File: config.mk
export PLATFORM = sky130hd
export DESIGN_NAME = rtc_top
export DESIGN_NICKNAME = d
export VERILOG_FILES = /design/src/hw/rtc_pkg.sv /design/src/hw/rtc_wut_if.sv /design/src/hw/rtc_top.sv /design/src/hw/rtc_wakeup.sv
export VERILOG_INCLUDE_DIRS = /design/src /design/src/hw
export SDC_FILE = /design/constraint.sdc
export NUM_CORES = 1
export LEC_CHECK = 0
export BUFFER_PORTS_ARGS = -buffer_cell sky130_fd_sc_hd__buf_2
export CORE_MARGIN = 4
export CORE_UTILIZATION = 50
export DETAILED_ROUTE_END_ITERATION = 8
export GPL_TIMING_DRIVEN = 0
export PLACE_DENSITY = 0.73
export SLEW_MARGIN = 5
export SYNTH_ARGS = -nofsm -noshare
export SYNTH_HDL_FRONTEND = slang
export SYNTH_SLANG_ARGS = --single-unit
File: constraint.sdc
create_clock -name clock -period 3.04 [get_ports clock]
set_input_delay 0.608 -clock clock [delete_from_list [all_inputs] [get_ports clock]]
set_output_delay 0.608 -clock clock [all_outputs]
set_load 0.02 [all_outputs]
File: src/hw/rtc_defines.svh
`ifndef RTC_DEFINES_SVH
`define RTC_DEFINES_SVH

// low-speed clock ticks per second
`define RTC_SEC_DIV 32768

// calendar reset values, bcd
`define RTC_RST_SEC 8'h00
`define RTC_RST_MIN 8'h00
`define RTC_RST_HOUR 8'h00
`define RTC_RST_WDAY 8'h01
`define RTC_RST_DATE 8'h01
`define RTC_RST_MONTH 8'h01
`define RTC_RST_YEAR 8'h00

// calendar field limits, bcd
`define RTC_MAX_SEC 8'h59
`define RTC_MAX_MIN 8'h59
`define RTC_MAX_HOUR24 8'h23
`define RTC_MAX_HOUR12 8'h12
`define RTC_HOUR12_EVE 8'h11
`define RTC_MAX_WDAY 8'h07
`define RTC_MAX_MONTH 8'h12
`define RTC_MAX_YEAR 8'h99
`define RTC_FEB 8'h02

// alarm mask bit positions
`define RTC_AMSK_SEC 0
`define RTC_AMSK_MIN 1
`define RTC_AMSK_HOUR 2
`define RTC_AMSK_DATE 3

// wakeup reload reset value
`define RTC_RST_RELOAD 16'hffff

`endif

File: src/hw/rtc_pkg.sv
package rtc_pkg;

	typedef logic [7:0] rtc_bcd_t;

	// periodic alarm repetition
	typedef enum logic [2:0] {
		RTC_PER_SEC = 3'h0,
		RTC_PER_MIN = 3'h1,
		RTC_PER_HOUR = 3'h2,
		RTC_PER_DAY = 3'h3,
		RTC_PER_MONTH = 3'h4,
		RTC_PER_YEAR = 3'h5
	} rtc_per_e;

	// wakeup step source
	typedef enum logic [2:0] {
		RTC_WSEL_DIV16 = 3'h0,
		RTC_WSEL_DIV8 = 3'h1,
		RTC_WSEL_DIV4 = 3'h2,
		RTC_WSEL_DIV2 = 3'h3,
		RTC_WSEL_SEC = 3'h4,
		RTC_WSEL_SEC_B = 3'h5,
		RTC_WSEL_SEC17 = 3'h6,
		RTC_WSEL_SEC17_B = 3'h7
	} rtc_wsel_e;

endpackage : rtc_pkg

File: src/hw/rtc_wut_if.sv
`timescale 1ns/1ps
interface rtc_wut_if;
	import rtc_pkg::*;
	logic lse_tick;
	logic sec_tick;
	logic en;
	rtc_wsel_e sel;
	logic [15:0] reload;
	logic fire;
	modport top (output lse_tick, sec_tick, en, sel, reload, input fire);
	modport timer (input lse_tick, sec_tick, en, sel, reload, output fire);
endinterface : rtc_wut_if

File: src/hw/rtc_top.sv
// Function
// keep seconds to year in bcd, hour in 12 or 24 hour form
// roll date by month length: 28, 29 in leap years, 30, 31
// programmable alarm and periodic events each raise the wakeup
// finest wakeup step is two low-speed ticks, about 61 us
// finest wakeup period spans 122 us to 4 s; reload 0 here gives 61 us
// coarser wakeup steps stretch the period up to 36 hours
// calendar periodic alarm every second up to every year
// one second per 32768 low-speed ticks, carries ripple to year
`timescale 1ns/1ps
`include "rtc_defines.svh"
module rtc_top
	import rtc_pkg::*;
#(
	parameter int SEC_DIV = `RTC_SEC_DIV
) (
	input wire logic clock,
	input wire logic resetn,
	input wire logic low_speed_external_clock_tick,
	input wire logic hour_12,
	input wire logic set_en,
	input wire logic [7:0] set_sec,
	input wire logic [7:0] set_min,
	input wire logic [7:0] set_hour,
	input wire logic set_pm,
	input wire logic [7:0] set_wday,
	input wire logic [7:0] set_date,
	input wire logic [7:0] set_month,
	input wire logic [7:0] set_year,
	input wire logic alarm_en,
	input wire logic [7:0] alarm_sec,
	input wire logic [7:0] alarm_min,
	input wire logic [7:0] alarm_hour,
	input wire logic alarm_pm,
	input wire logic [7:0] alarm_date,
	input wire logic [3:0] alarm_mask,
	input wire logic alarm_clear,
	input wire logic per_en,
	input wire rtc_per_e per_sel,
	input wire logic per_clear,
	input wire logic wut_en,
	input wire rtc_wsel_e wut_sel,
	input wire logic [15:0] wut_reload,
	input wire logic wut_clear,
	output rtc_bcd_t sec,
	output rtc_bcd_t min,
	output rtc_bcd_t hour,
	output logic pm,
	output rtc_bcd_t wday,
	output rtc_bcd_t date,
	output rtc_bcd_t month,
	output rtc_bcd_t year,
	output logic alarm_flag,
	output logic per_flag,
	output logic wut_flag,
	output logic wakeup
);
	// {carry, next}; wraps from top to low
	function automatic logic [8:0] f_bcd_inc(input logic [7:0] v,
			input logic [7:0] top, input logic [7:0] low);
		if (v == top)
			return {1'b1, low};
		else if (v[3:0] == 4'h9)
			return {1'b0, v[7:4] + 4'h1, 4'h0};
		else
			return {1'b0, v + 8'h01};
	endfunction : f_bcd_inc

	// two-digit years only, so every fourth year is leap
	function automatic logic f_leap(input logic [7:0] y);
		if (y[4])
			return (y[3:0] == 4'h2) || (y[3:0] == 4'h6);
		else
			return (y[3:0] == 4'h0) || (y[3:0] == 4'h4) || (y[3:0] == 4'h8);
	endfunction : f_leap

	function automatic logic [7:0] f_month_end(input logic [7:0] m,
			input logic [7:0] y);
		if (m == `RTC_FEB)
			return f_leap(y) ? 8'h29 : 8'h28;
		else if (m == 8'h04 || m == 8'h06 || m == 8'h09 || m == 8'h11)
			return 8'h30;
		else
			return 8'h31;
	endfunction : f_month_end

	rtc_wut_if wif ();
	logic [15:0] pre;
	logic sec_upd;

	wire low_speed_external_clock = low_speed_external_clock_tick;
	wire sec_tick = low_speed_external_clock && (pre == 16'(SEC_DIV - 1));
	wire [8:0] inc_sec = f_bcd_inc(sec, `RTC_MAX_SEC, 8'h00);
	wire [8:0] inc_min = f_bcd_inc(min, `RTC_MAX_MIN, 8'h00);
	wire [8:0] inc_h24 = f_bcd_inc(hour, `RTC_MAX_HOUR24, 8'h00);
	wire [8:0] inc_h12 = f_bcd_inc(hour, `RTC_MAX_HOUR12, 8'h01);
	wire [8:0] inc_wday = f_bcd_inc(wday, `RTC_MAX_WDAY, 8'h01);
	wire [8:0] inc_date = f_bcd_inc(date, f_month_end(month, year), 8'h01);
	wire [8:0] inc_month = f_bcd_inc(month, `RTC_MAX_MONTH, 8'h01);
	wire [8:0] inc_year = f_bcd_inc(year, `RTC_MAX_YEAR, 8'h00);

	// carry chain, one level per field
	wire c_sec = sec_tick && inc_sec[8];
	wire c_min = c_sec && inc_min[8];
	wire eve = hour == `RTC_HOUR12_EVE;
	wire c_hour = c_min && (hour_12 ? (eve && pm) : inc_h24[8]);
	wire c_date = c_hour && inc_date[8];
	wire c_month = c_date && inc_month[8];

	wire [7:0] next_hour = hour_12 ? inc_h12[7:0] : inc_h24[7:0];
	wire next_pm = hour_12 && (pm ^ eve);

	// periodic alarm picks the carry into the chosen field
	logic per_hit;
	always_comb begin
		case (per_sel)
			RTC_PER_SEC: per_hit = sec_tick;
			RTC_PER_MIN: per_hit = c_sec;
			RTC_PER_HOUR: per_hit = c_min;
			RTC_PER_DAY: per_hit = c_hour;
			RTC_PER_MONTH: per_hit = c_date;
			RTC_PER_YEAR: per_hit = c_month;
			default: per_hit = 1'b0;
		endcase
	end

	// compared one cycle after the update so the new time is seen
	wire match_sec = alarm_mask[`RTC_AMSK_SEC] || sec == alarm_sec;
	wire match_min = alarm_mask[`RTC_AMSK_MIN] || min == alarm_min;
	wire match_hour = alarm_mask[`RTC_AMSK_HOUR]
		|| (hour == alarm_hour && (!hour_12 || pm == alarm_pm));
	wire match_date = alarm_mask[`RTC_AMSK_DATE] || date == alarm_date;
	wire alarm_hit = alarm_en && sec_upd
		&& match_sec && match_min && match_hour && match_date;

	// set wins over clear so no event is dropped
	wire next_alarm = alarm_hit || (alarm_flag && !alarm_clear);
	wire next_per = (per_en && per_hit && !set_en)
		|| (per_flag && !per_clear);
	wire next_wut = wif.fire || (wut_flag && !wut_clear);

	assign wif.lse_tick = low_speed_external_clock;
	assign wif.sec_tick = sec_tick && !set_en;
	assign wif.en = wut_en;
	assign wif.sel = wut_sel;
	assign wif.reload = wut_reload;

	rtc_wakeup u_wakeup (
		.clock(clock),
		.resetn(resetn),
		.wif(wif)
	);

	// writing the time restarts the second so it is a full second
	always_ff @(posedge clock or negedge resetn) begin
		if (!resetn)
			pre <= 16'h0;
		else if (set_en || sec_tick)
			pre <= 16'h0;
		else if (low_speed_external_clock)
			pre <= pre + 16'h1;
	end

	always_ff @(posedge clock or negedge resetn) begin
		if (!resetn) begin
			sec <= `RTC_RST_SEC;
			min <= `RTC_RST_MIN;
			hour <= `RTC_RST_HOUR;
			pm <= 1'b0;
			wday <= `RTC_RST_WDAY;
			date <= `RTC_RST_DATE;
			month <= `RTC_RST_MONTH;
			year <= `RTC_RST_YEAR;
		end else if (set_en) begin
			sec <= set_sec;
			min <= set_min;
			hour <= set_hour;
			pm <= set_pm && hour_12;
			wday <= set_wday;
			date <= set_date;
			month <= set_month;
			year <= set_year;
		end else if (sec_tick) begin
			sec <= inc_sec[7:0];
			if (c_sec)
				min <= inc_min[7:0];
			if (c_min) begin
				hour <= next_hour;
				pm <= next_pm;
			end
			if (c_hour) begin
				wday <= inc_wday[7:0];
				date <= inc_date[7:0];
			end
			if (c_date)
				month <= inc_month[7:0];
			if (c_month)
				year <= inc_year[7:0];
		end
	end

	always_ff @(posedge clock or negedge resetn) begin
		if (!resetn) begin
			sec_upd <= 1'b0;
			alarm_flag <= 1'b0;
			per_flag <= 1'b0;
			wut_flag <= 1'b0;
			wakeup <= 1'b0;
		end else begin
			sec_upd <= sec_tick && !set_en;
			alarm_flag <= next_alarm;
			per_flag <= next_per;
			wut_flag <= next_wut;
			wakeup <= next_alarm || next_per || next_wut;
		end
	end

	property p_sec_wrap;
		@(posedge clock) disable iff (!resetn)
		sec_tick && !set_en && sec == 8'h59 && min == 8'h59
			|=> sec == 8'h00 && min == 8'h00;
	endproperty
	a_sec_wrap: assert property (p_sec_wrap) else $error("bad carry");

	property p_leap_feb;
		@(posedge clock) disable iff (!resetn)
		c_hour && !set_en && month == 8'h02 && date == 8'h28
			&& year == 8'h24 |=> date == 8'h29 && month == 8'h02;
	endproperty
	a_leap_feb: assert property (p_leap_feb) else $error("leap day");

	property p_feb_end;
		@(posedge clock) disable iff (!resetn)
		c_hour && !set_en && month == 8'h02 && date == 8'h28
			&& year == 8'h23 |=> date == 8'h01 && month == 8'h03;
	endproperty
	a_feb_end: assert property (p_feb_end) else $error("feb end");

	property p_apr_end;
		@(posedge clock) disable iff (!resetn)
		c_hour && !set_en && month == 8'h04 && date == 8'h30
			|=> date == 8'h01 && month == 8'h05;
	endproperty
	a_apr_end: assert property (p_apr_end) else $error("30 day");

	property p_noon;
		@(posedge clock) disable iff (!resetn)
		hour_12 && c_min && !set_en && hour == 8'h11 && !pm
			|=> hour == 8'h12 && pm;
	endproperty
	a_noon: assert property (p_noon) else $error("12 hour");

	property p_alarm;
		@(posedge clock) disable iff (!resetn)
		alarm_hit |=> alarm_flag && wakeup;
	endproperty
	a_alarm: assert property (p_alarm) else $error("alarm lost");

	property p_per_sec;
		@(posedge clock) disable iff (!resetn)
		per_en && per_sel == RTC_PER_SEC && sec_tick && !set_en
			|=> per_flag && wakeup;
	endproperty
	a_per_sec: assert property (p_per_sec) else $error("periodic");

	property p_flag_hold;
		@(posedge clock) disable iff (!resetn)
		wut_flag && !wut_clear |=> wut_flag && wakeup;
	endproperty
	a_flag_hold: assert property (p_flag_hold) else $error("flag drop");

endmodule : rtc_top

File: src/hw/rtc_wakeup.sv
`timescale 1ns/1ps
`include "rtc_defines.svh"
module rtc_wakeup
	import rtc_pkg::*;
(
	input wire logic clock,
	input wire logic resetn,
	rtc_wut_if.timer wif
);
	logic [3:0] div;
	logic [16:0] cnt;
	wire wide = (wif.sel == RTC_WSEL_SEC17) || (wif.sel == RTC_WSEL_SEC17_B);
	wire [16:0] full = {wide, wif.reload};
	logic step;

	// one step is 2..16 low-speed ticks, or one second
	always_comb begin
		case (wif.sel)
			RTC_WSEL_DIV16: step = wif.lse_tick && (div == 4'hf);
			RTC_WSEL_DIV8: step = wif.lse_tick && (div[2:0] == 3'h7);
			RTC_WSEL_DIV4: step = wif.lse_tick && (div[1:0] == 2'h3);
			RTC_WSEL_DIV2: step = wif.lse_tick && div[0];
			default: step = wif.sec_tick;
		endcase
	end

	always_ff @(posedge clock or negedge resetn) begin
		if (!resetn)
			div <= 4'h0;
		else if (wif.lse_tick)
			div <= div + 4'h1;
	end

	// period is reload+1 steps, plus 65536 in the SEC17 modes; reload 0 gives the shortest period
	always_ff @(posedge clock or negedge resetn) begin
		if (!resetn) begin
			cnt <= 17'h0;
			wif.fire <= 1'b0;
		end else if (!wif.en) begin
			cnt <= full;
			wif.fire <= 1'b0;
		end else if (step) begin
			cnt <= (cnt == 17'h0) ? full : cnt - 17'h1;
			wif.fire <= (cnt == 17'h0);
		end else begin
			wif.fire <= 1'b0;
		end
	end

	property p_wut_reload;
		@(posedge clock) disable iff (!resetn)
		wif.fire && wif.en && $stable(wif.sel) && $stable(wif.reload)
			|-> cnt == full;
	endproperty
	a_wut_reload: assert property (p_wut_reload) else $error("reload lost");

	property p_wut_fire;
		@(posedge clock) disable iff (!resetn)
		wif.en && step && cnt == 17'h0 |=> wif.fire;
	endproperty
	a_wut_fire: assert property (p_wut_fire) else $error("no wakeup");

endmodule : rtc_wakeup

; Word-level counts from Yosys, hierarchy flattened
; Cells that the tools add are included.
[word_totals]
output_inout_bits = 61
input_bits = 127
word_cells = 198
reg_bits = 100
[classes]
eq_ne = 45
bitwise = 1
n_reduce_logical = 64
muxes = 54
addsub = 17
[ops]
columns = op, n
row1 = $mux 8, 31
row2 = $add 8x1->8 const B, 7
row3 = $mux 17, 3
row4 = $mux 9, 5
row5 = $eq 8x8->1, 5
row6 = $eq 4x4->1 const B, 9
row7 = $add 4x1->4 const B, 8
row8 = $eq 8x5->1 const B, 4
row9 = $mux 16, 2
row10 = $logic_and 1x1->1, 25
row11 = $eq 8x3->1 const B, 3
row12 = $logic_or 1x1->1, 18
row13 = $logic_not 17->1, 1
row14 = $sub 17x1->17 const B, 1
row15 = $add 16x1->16 const B, 1
row16 = $eq 16x15->1 const B, 1
row17 = $eq 8x7->1 const B, 2
row18 = $eq 3x3->1 const B, 5
row19 = $reduce_bool 2->1, 7
row20 = $eq 3x2->1 const B, 4
row21 = $mux 1, 10
row22 = $reduce_and 2->1, 5
row23 = $eq 4x3->1 const B, 2
row24 = $eq 8x2->1 const B, 1
row25 = other kinds (15), 21

; Depth between registers and ports, before layout
; Gate-level depths: netlist of the first run.
[depth]
ltp_word = 17
mapped_depth = 11
depth_no_buf = 10

; Hierarchy
; From an unflattened synthesis of the first run, not the netlist that was laid out.
[hier_totals]
hier_cells = 841
area_unflattened_um2 = 7135.6
[by_module_without_submodules]
columns = mod, area_each_um2, seq_area_each_um2, cells_each, n_inst
row1 = rtc_top, 5733.0, 1955.6, 684, 1
row2 = rtc_wakeup, 1402.6, 550.5, 157, 1

; Worst setup path before layout of the first run
; No wires, ideal clock.
[synth_timing]
kind = flip-flop to flip-flop
from = reg hour[3]
to = reg month[6]
synth_period_minus_slack_ns = 2.707
path_buffers = 1
slack_ns = 0.333
setup_ns = 0.069
arrival_ns = 2.637
stages_incl_launch_ff = 10
cell_sequence = dfrtp_1 > clkbuf_1 > nor4_1 > and4b_1 > ha_1 > a22oi_1 > nor3_4 > o21ai_2 > or4_1 > nand3_1
[synth_via]
elab_chain_cells = 7
[synth_lines]
columns = item, line_no
row1 = from (decl), rtc_top.sv:47  ; output rtc_bcd_t hour,
row2 = from (signal assigned), rtc_top.sv:168  ; hour <= `RTC_RST_HOUR;
row3 = from (signal assigned), rtc_top.sv:177  ; hour <= set_hour;
row4 = from (signal assigned), rtc_top.sv:188  ; hour <= next_hour;
row5 = $eq 8x6->1 or $eq 8x5->1 (tied branches), --
row6 = $mux 9 or $logic_and 1x1->1 (tied branches), "rtc_top.sv:61, rtc_top.sv:106"
row7 = $mux 1 *, rtc_top.sv:106  ; wire c_hour = c_min && (hour_12 ? (eve && pm) : inc_h24[8]);
row8 = $logic_and 1x1->1 *, rtc_top.sv:106
row9 = $logic_and 1x1->1 *, rtc_top.sv:107  ; wire c_date = c_hour && inc_date[8];
row10 = $reduce_bool 2->1 (no line) *, --
row11 = $reduce_and 2->1 (no line) *, --
row12 = to (signal assigned), rtc_top.sv:172  ; month <= `RTC_RST_MONTH;
row13 = to (signal assigned), rtc_top.sv:181  ; month <= set_month;
row14 = to (signal assigned), rtc_top.sv:196  ; month <= inc_month[7:0];
row15 = to (decl), rtc_top.sv:51  ; output rtc_bcd_t month,
; Mark *: on every way between the ends. The rest lies on a longest branch, timed or not.
; A chain may end at the register's enable or synchronous reset.

; Final worst setup path of the first run
[layout_timing]
from = reg hour[3]
to = reg year[6]
[layout_via]
elab_chain_cells = 8
[layout_lines]
columns = item, line_no
row1 = $eq 8x6->1 or $eq 8x5->1 (tied branches), --
row2 = $mux 9 or $logic_and 1x1->1 (tied branches), "rtc_top.sv:61, rtc_top.sv:106"
row3 = $mux 1 *, rtc_top.sv:106
row4 = $logic_and 1x1->1 *, rtc_top.sv:106
row5 = $logic_and 1x1->1 *, rtc_top.sv:107
row6 = $logic_and 1x1->1 *, rtc_top.sv:108  ; wire c_month = c_date && inc_month[8];
row7 = $reduce_bool 2->1 (no line) *, --
row8 = $reduce_and 2->1 (no line) *, --
row9 = to (signal assigned), rtc_top.sv:173  ; year <= `RTC_RST_YEAR;
row10 = to (signal assigned), rtc_top.sv:182  ; year <= set_year;
row11 = to (signal assigned), rtc_top.sv:198  ; year <= inc_year[7:0];
row12 = to (decl), rtc_top.sv:52  ; output rtc_bcd_t year,
; Marked as above.

==> results.cfg, run 1 <==
[floorplan]
rows = 42
coreArea_um2 = 13500
pin_count = 188
fp.dieW_um = 126
die_h_um = 126
die_area_um2 = 15900
start_util = 0.519

[sta]
tightestPinTransition_ns = 0.769
slew_violations = 0
timing_hold_violations_final = 0
final.period_utilization = 0.949
slew_headroom = 0.488
tns_ns = 0
fin_skew_ns = 0.00953
final.min_clock_period_ns = 2.88
setup_viol = 0
fmax_ghz = 0.347
rsz0062_at_grt = no

[grt]
grt_pass1_wl_um = 35800
grt_max_degree = 56
antenna_found_initial = 1
grt_use_total = 0.277
grt_remaining_overflow = 0
first_global_vias = 6907

[route]
dr_total_vias = 7264
routed_wl_um = 22300
wl_per_cell_um = 18.2
vias_per_cell = 5.93
drt_iter0_markers = 601
drc = 0
antenna_left = 0
first_pass_iters = 5

[critical_path]
crit_path_start_kind = flip-flop
path_class = flip-flop to flip-flop
crit_arrival_ns = 3.16
r2r-start = hour[3]$_DFFE_PN0P_
rrSetupSlack_ns = 0.16
critPathSlowestCell = or4_1
r2r_cells = 10
r2r-end = year[6]$_DFFE_PN0P_
max_stage_delay_ns = 0.42
path_max_fanout = 9
critical_path.endpoint_type = flip-flop
worstPathRequired_ns = 3.31
worstPathCellList = clkbuf_1 -> nor4_4 -> and4b_1 -> ha_1 -> a22o_1 -> nand4_1 -> nor2_4 -> nand3_1 -> or4_1 -> a31oi_1

[finish]
drive_gt1_frac = 0.235
final_cell_mix = buf_2 (194), dfrtp_1 (97), nand2_1 (82)
fin_area_um2 = 8510
diodes = 0
nets = 1199
layout_commonest_cell = buf_2
area_growth_pct = 21.9

[cts]
clock_latency_ns = 0.36
cts_made_buffers = 9
path_clk_slew_ns = 0.08
cts_sinks = 100
cts_buffer_depth = 2
cts-htree-levels = 3
cts_tree = yes
postCtsHoldBufs = 0
cts_root_buffer = clkbuf_16

[synthesis]
synthCells = 842
synth_xor_area_frac = 0.0703
yosys.area_share.adder = 0.0502
synth-seq-area-share = 0.359
async_flop_share = 1.00
netlist_area_um2 = 6980
synth-seq-cells = 100
synth_fp_nets = 997
synth_warnings = 0
synthTopCellsByArea = dfrtp_1 (35%), o21ai_0 (5.4%), xor2_1 (5.3%), ha_1 (5.0%), nand2_1 (4.4%)
synth_edf_count = 0
synth-simple-area-share = 0.248
synth_compound_area_frac = 0.204
avgSynthCellArea_um2 = 8.29
synth_cell_type_count = 73
synth_top_family_by_area = simple AND/OR/NAND/NOR gates
ys.flop_type = dfrtp_1
synth_top_cell_area_share = 0.348
synth_area_leader_cell = dfrtp_1
synthMuxAreaShare = 0.0255

[placed_design]
post_dp_cell_area_um2 = 8170
port_buffers = 187
place_congestion = 0.881
hpwl_um = 16600

[pwr]
power.total_mw = 3.85
leakage_nw = 3.85
power.density_nw_per_um2 = 452
ir_drop_mv = 0.400

[run_status]
status = complete, no violations

[min_path]
hp-class = primary input to asynchronous set/reset pin

[run]
drv_cap = 0
## layout make-up
class | instances | area, um^2
flip-flops and latches | 100 | 2510
clock buffers | 10 | 239
well taps | 176 | 220
fillers | 1239 | 4940
multi-input cells | 665 | 4210
clock inverters | 6 | 47.5
inverters | 29 | 109
plain buffers | 48 | 196
repair buffers | 191 | 988
## worst max path at each step
stage,startpoint,to,cells after the start,slack [ns]
detailed placement,hour[3]$_DFFE_PN0P_,wday[1]$_DFFE_PN0P_,10,-0.25
global route,hour[4]$_DFFE_PN0P_,wday[0]$_DFFE_PN1P_,10,0.02
global placement,hour[3]$_DFFE_PN0P_,wday[1]$_DFFE_PN0P_,10,-0.23
finish,hour[3]$_DFFE_PN0P_,year[6]$_DFFE_PN0P_,10,0.16
floorplan,hour[3]$_DFFE_PN0P_,month[6]$_DFFE_PN0P_,9,0.33
CTS,hour[3]$_DFFE_PN0P_,year[6]$_DFFE_PN0P_,10,0.02
## logic make-up (layout without fill, tap and decap cells)
family,count (synthesis),in the layout
AND/OR/NAND/NOR,337,337
multiplexers,17,17
adder cells (fa/ha/maj),28,28
flip-flops,100,100
XOR/XNOR,56,56
AO/OA/AOI/OAI,227,227
buffers and inverters,77,284
## flip-flops by register name, summed over array words and instances, names as in the netlist
| name | flops |
|---|---|
| sec_upd | 1 |
| u_wakeup.wif.fire | 1 |
| hour | 8 |
| wut_flag | 1 |
| pre | 16 |
| wday | 8 |
| date | 8 |
| wakeup | 1 |
| min | 8 |
| sec | 8 |
| per_flag | 1 |
| u_wakeup.div | 4 |
| alarm_flag | 1 |
| month | 8 |
| u_wakeup.cnt | 17 |
| pm | 1 |
| year | 8 |
## power breakdown
group | internal (mW) | leakage (nW) | switching (mW)
clock | 0.586 | 0.139 | 0.545
combinational | 0.425 | 2.49 | 0.609
sequential | 1.48 | 1.23 | 0.203
total | 2.49 | 3.85 | 1.36
## cells in the mapped netlist, drive strengths merged (7+ instances only)
cell type and count:
or3 9, dfrtp 97, nand3b 7, nand2b 10, inv 29, and3 7, a31oi 11, a21oi 57
nor2b 15, a32oi 7, nand4 20, nor4 19, ha 28, nor3 35, xnor2 14, clkbuf 39
mux2i 11, a211oi 8, o21ai 78, xor2 42, nor2 74, a22oi 8, nand2 83, nand3 31
buf 9
## metrics by stage
stage / std cells / hold slack [ns] / setup WS [ns] / util
3_3_place_gp: 1205 / 0.457 / -0.227 / 0.605
2_1_floorplan: 842 / 0.312 / 0.333 / -
3_5_place_dp: 1206 / 0.455 / -0.249 / 0.607
5_1_grt: 1225 / 0.365 / 0.0183 / 0.633
4_1_cts: 1225 / 0.337 / 0.0206 / 0.631
6_report: 1225 / 0.310 / 0.156 / 0.633
## worst max-delay path, delay by kind of cell, from the launching register on
kind                       cells  cell delay [ns]
AOI/OAI and AO/OA              2             0.42
DFF                            1             0.40
adders and majority gates      1             0.16
buffers and inverters          1             0.24
and+or+nand+nor                6             1.59
## routing by layer
layer	up-vias	global-route usage	part of all wire
met3	42	0.0555	0.085
met5	-	0	0.00058
met2	345	0.428	0.45
met4	2	0.0909	0.026
li1	3466	-	-
met1	3409	0.390	0.44
## repair_timing
item / in CTS / in global routing
pin swaps: 1 / 2
buffers inserted: 3 / 0
hold endpoints to repair: 0 / 0
gates resized for setup: 3 / 14
gates cloned: 0 / 0
setup endpoints to repair: 21 / 29
(Power assumes the default switching activity.)
==> run 2: changes to the inputs <==
PLACE_DENSITY = 0.77   (was 0.73)
==> results.cfg, run 2 (synthesis results as in run 1) <==
[finish]
area_growth_pct = 23.3
drive_gt1_frac = 0.239
layout_commonest_cell = buf_2
final_cells = 1228
nets = 1202
largest_register = u_wakeup.cnt
final_cell_mix = buf_2 (193), dfrtp_1 (97), nand2_1 (82)
fin_area_um2 = 8600
diodes = 0
multi_input_area_um2 = 4230
largest_reg_flops = 17
regArea_um2 = 2510
reg_top3 = u_wakeup.cnt: 17 flops, pre: 16 flops
fillers = 1206

[critical_path]
path_class = flip-flop to flip-flop
max_stage_delay_ns = 0.50
critical_path.top_delay_family = compound AO/OA/AOI/OAI gates
worstPathRequired_ns = 3.31
critical_path.endpoint_type = flip-flop
path_max_fanout = 10
crit_top_cell = buf_2
worstPathCellList = buf_2 -> nor3b_4 -> nand3b_1 -> o31ai_1 -> o2111a_1 -> or2_1 -> buf_2 -> a41oi_1 -> a2bb2oi_1
critPathBufInv = 2
crit_path_start_kind = flip-flop
critPathSlowestCell = o31ai_1
crit_arrival_ns = 3.13

[route]
vias_per_cell = 5.99
first_pass_iters = 5
routed_wl_um = 21900
dr_total_vias = 7350
wl_per_cell_um = 17.8
drc = 0
drt_iter0_markers = 645
antenna_left = 0

[sta]
final.period_utilization = 0.942
slew_violations = 0
fin_skew_ns = 0.00608
slew_headroom = 0.521
fmax_ghz = 0.349
setup_viol = 0
finalWorstSetupSlack_ns = 0.175
timing_hold_violations_final = 0
tightestPinTransition_ns = 0.718
rsz0062_at_grt = no
final.min_clock_period_ns = 2.86

[floorplan]
die_h_um = 126
coreArea_um2 = 13500
die_area_um2 = 15900
rows = 42
pin_count = 188
start_util = 0.519
fp.dieW_um = 126

[min_path]
hp-class = primary input to asynchronous set/reset pin

[grt]
first_global_vias = 6821
grt_max_degree = 66
grt_remaining_overflow = 0
antenna_found_initial = 0
grt_pass1_wl_um = 35200
grt_use_total = 0.271

[run]
drv_cap = 0

[cts]
cts_buffer_depth = 2
clock_latency_ns = 0.36
cts-htree-levels = 3
cts_root_buffer = clkbuf_16
cts_made_buffers = 9
cts_tree = yes
path_clk_slew_ns = 0.07
cts_sinks = 100

[pwr]
power.total_mw = 4.03
ir_drop_mv = 0.325
leakage_nw = 3.91
power.density_nw_per_um2 = 468

[placed_design]
placed_cells = 1206
place_congestion = 0.934
port_buffers = 187
post-place-ws_ns = -0.252
post_dp_cell_area_um2 = 8170
hpwl_um = 16100

[run_status]
status = complete, no violations
## run 2: layer usage
| metal | part of all wire | routed length [um] | up-vias | GRT usage |
|---|---|---|---|---|
| li1 | - | - | 3467 | - |
| met1 | 0.43 | 9410 | 3517 | 0.377 |
| met2 | 0.47 | 10300 | 337 | 0.431 |
| met3 | 0.086 | 1890 | 29 | 0.0622 |
| met4 | 0.015 | 329 | 0 | 0.0656 |
| met5 | 0 | 0 | - | 0 |
## run 2: worst paths after layout
check / start / endpoint / slack (ns) / cells past startpoint
max: month[2]$_DFFE_PN0P_ / month[4]$_DFFE_PN0P_ / 0.18 / 9
min: resetn / hour[5]$_DFFE_PN0P_ / 0.21 / 1
max reg2reg: month[2]$_DFFE_PN0P_ / month[4]$_DFFE_PN0P_ / 0.18 / 9
min reg2reg: u_wakeup.wif.fire$_DFF_PN0_ / wut_flag$_DFF_PN0_ / 0.47 / 1
max in group asynchronous: resetn / month[0]$_DFFE_PN1P_ / 2.09 / 2
min in group clock: set_wday[1] / wday[1]$_DFFE_PN0P_ / 0.44 / 3
## run 2: final cells by class
type | instances | area share
multi-input combinational | 665 | 0.491
sequential | 100 | 0.291
timing repair buffer | 194 | 0.117
clock buffer | 12 | 0.0310
tap | 176 | 0.0256
buffer | 48 | 0.0228
inverter | 29 | 0.0127
clock inverter | 4 | 0.00814
## run 2: through the flow
step	util	TNS [ns]	hold slack, ns
6_report	0.640	0	0.215
3_5_place_dp	0.607	-2.55	0.457
2_1_floorplan	-	0	0.312
3_3_place_gp	0.605	-1.80	0.451
4_1_cts	0.634	0	0.235
5_1_grt	0.640	0	0.251
## run 2: report_power, final
| group | leakage, nW | switching [mW] | internal (mW) |
|---|---|---|---|
| Sequential | 1.23 | 0.199 | 1.48 |
| Combinational | 2.52 | 0.613 | 0.428 |
| Clock | 0.169 | 0.516 | 0.786 |
## run 2: repair_timing
| action | in CTS | in global routing |
|---|---|---|
| endpoints found under the setup margin | 24 | 32 |
| pin swaps | 1 | 1 |
| hold buffers | 0 | 0 |
| gates resized for setup | 2 | 17 |
| setup buffers | 3 | 3 |
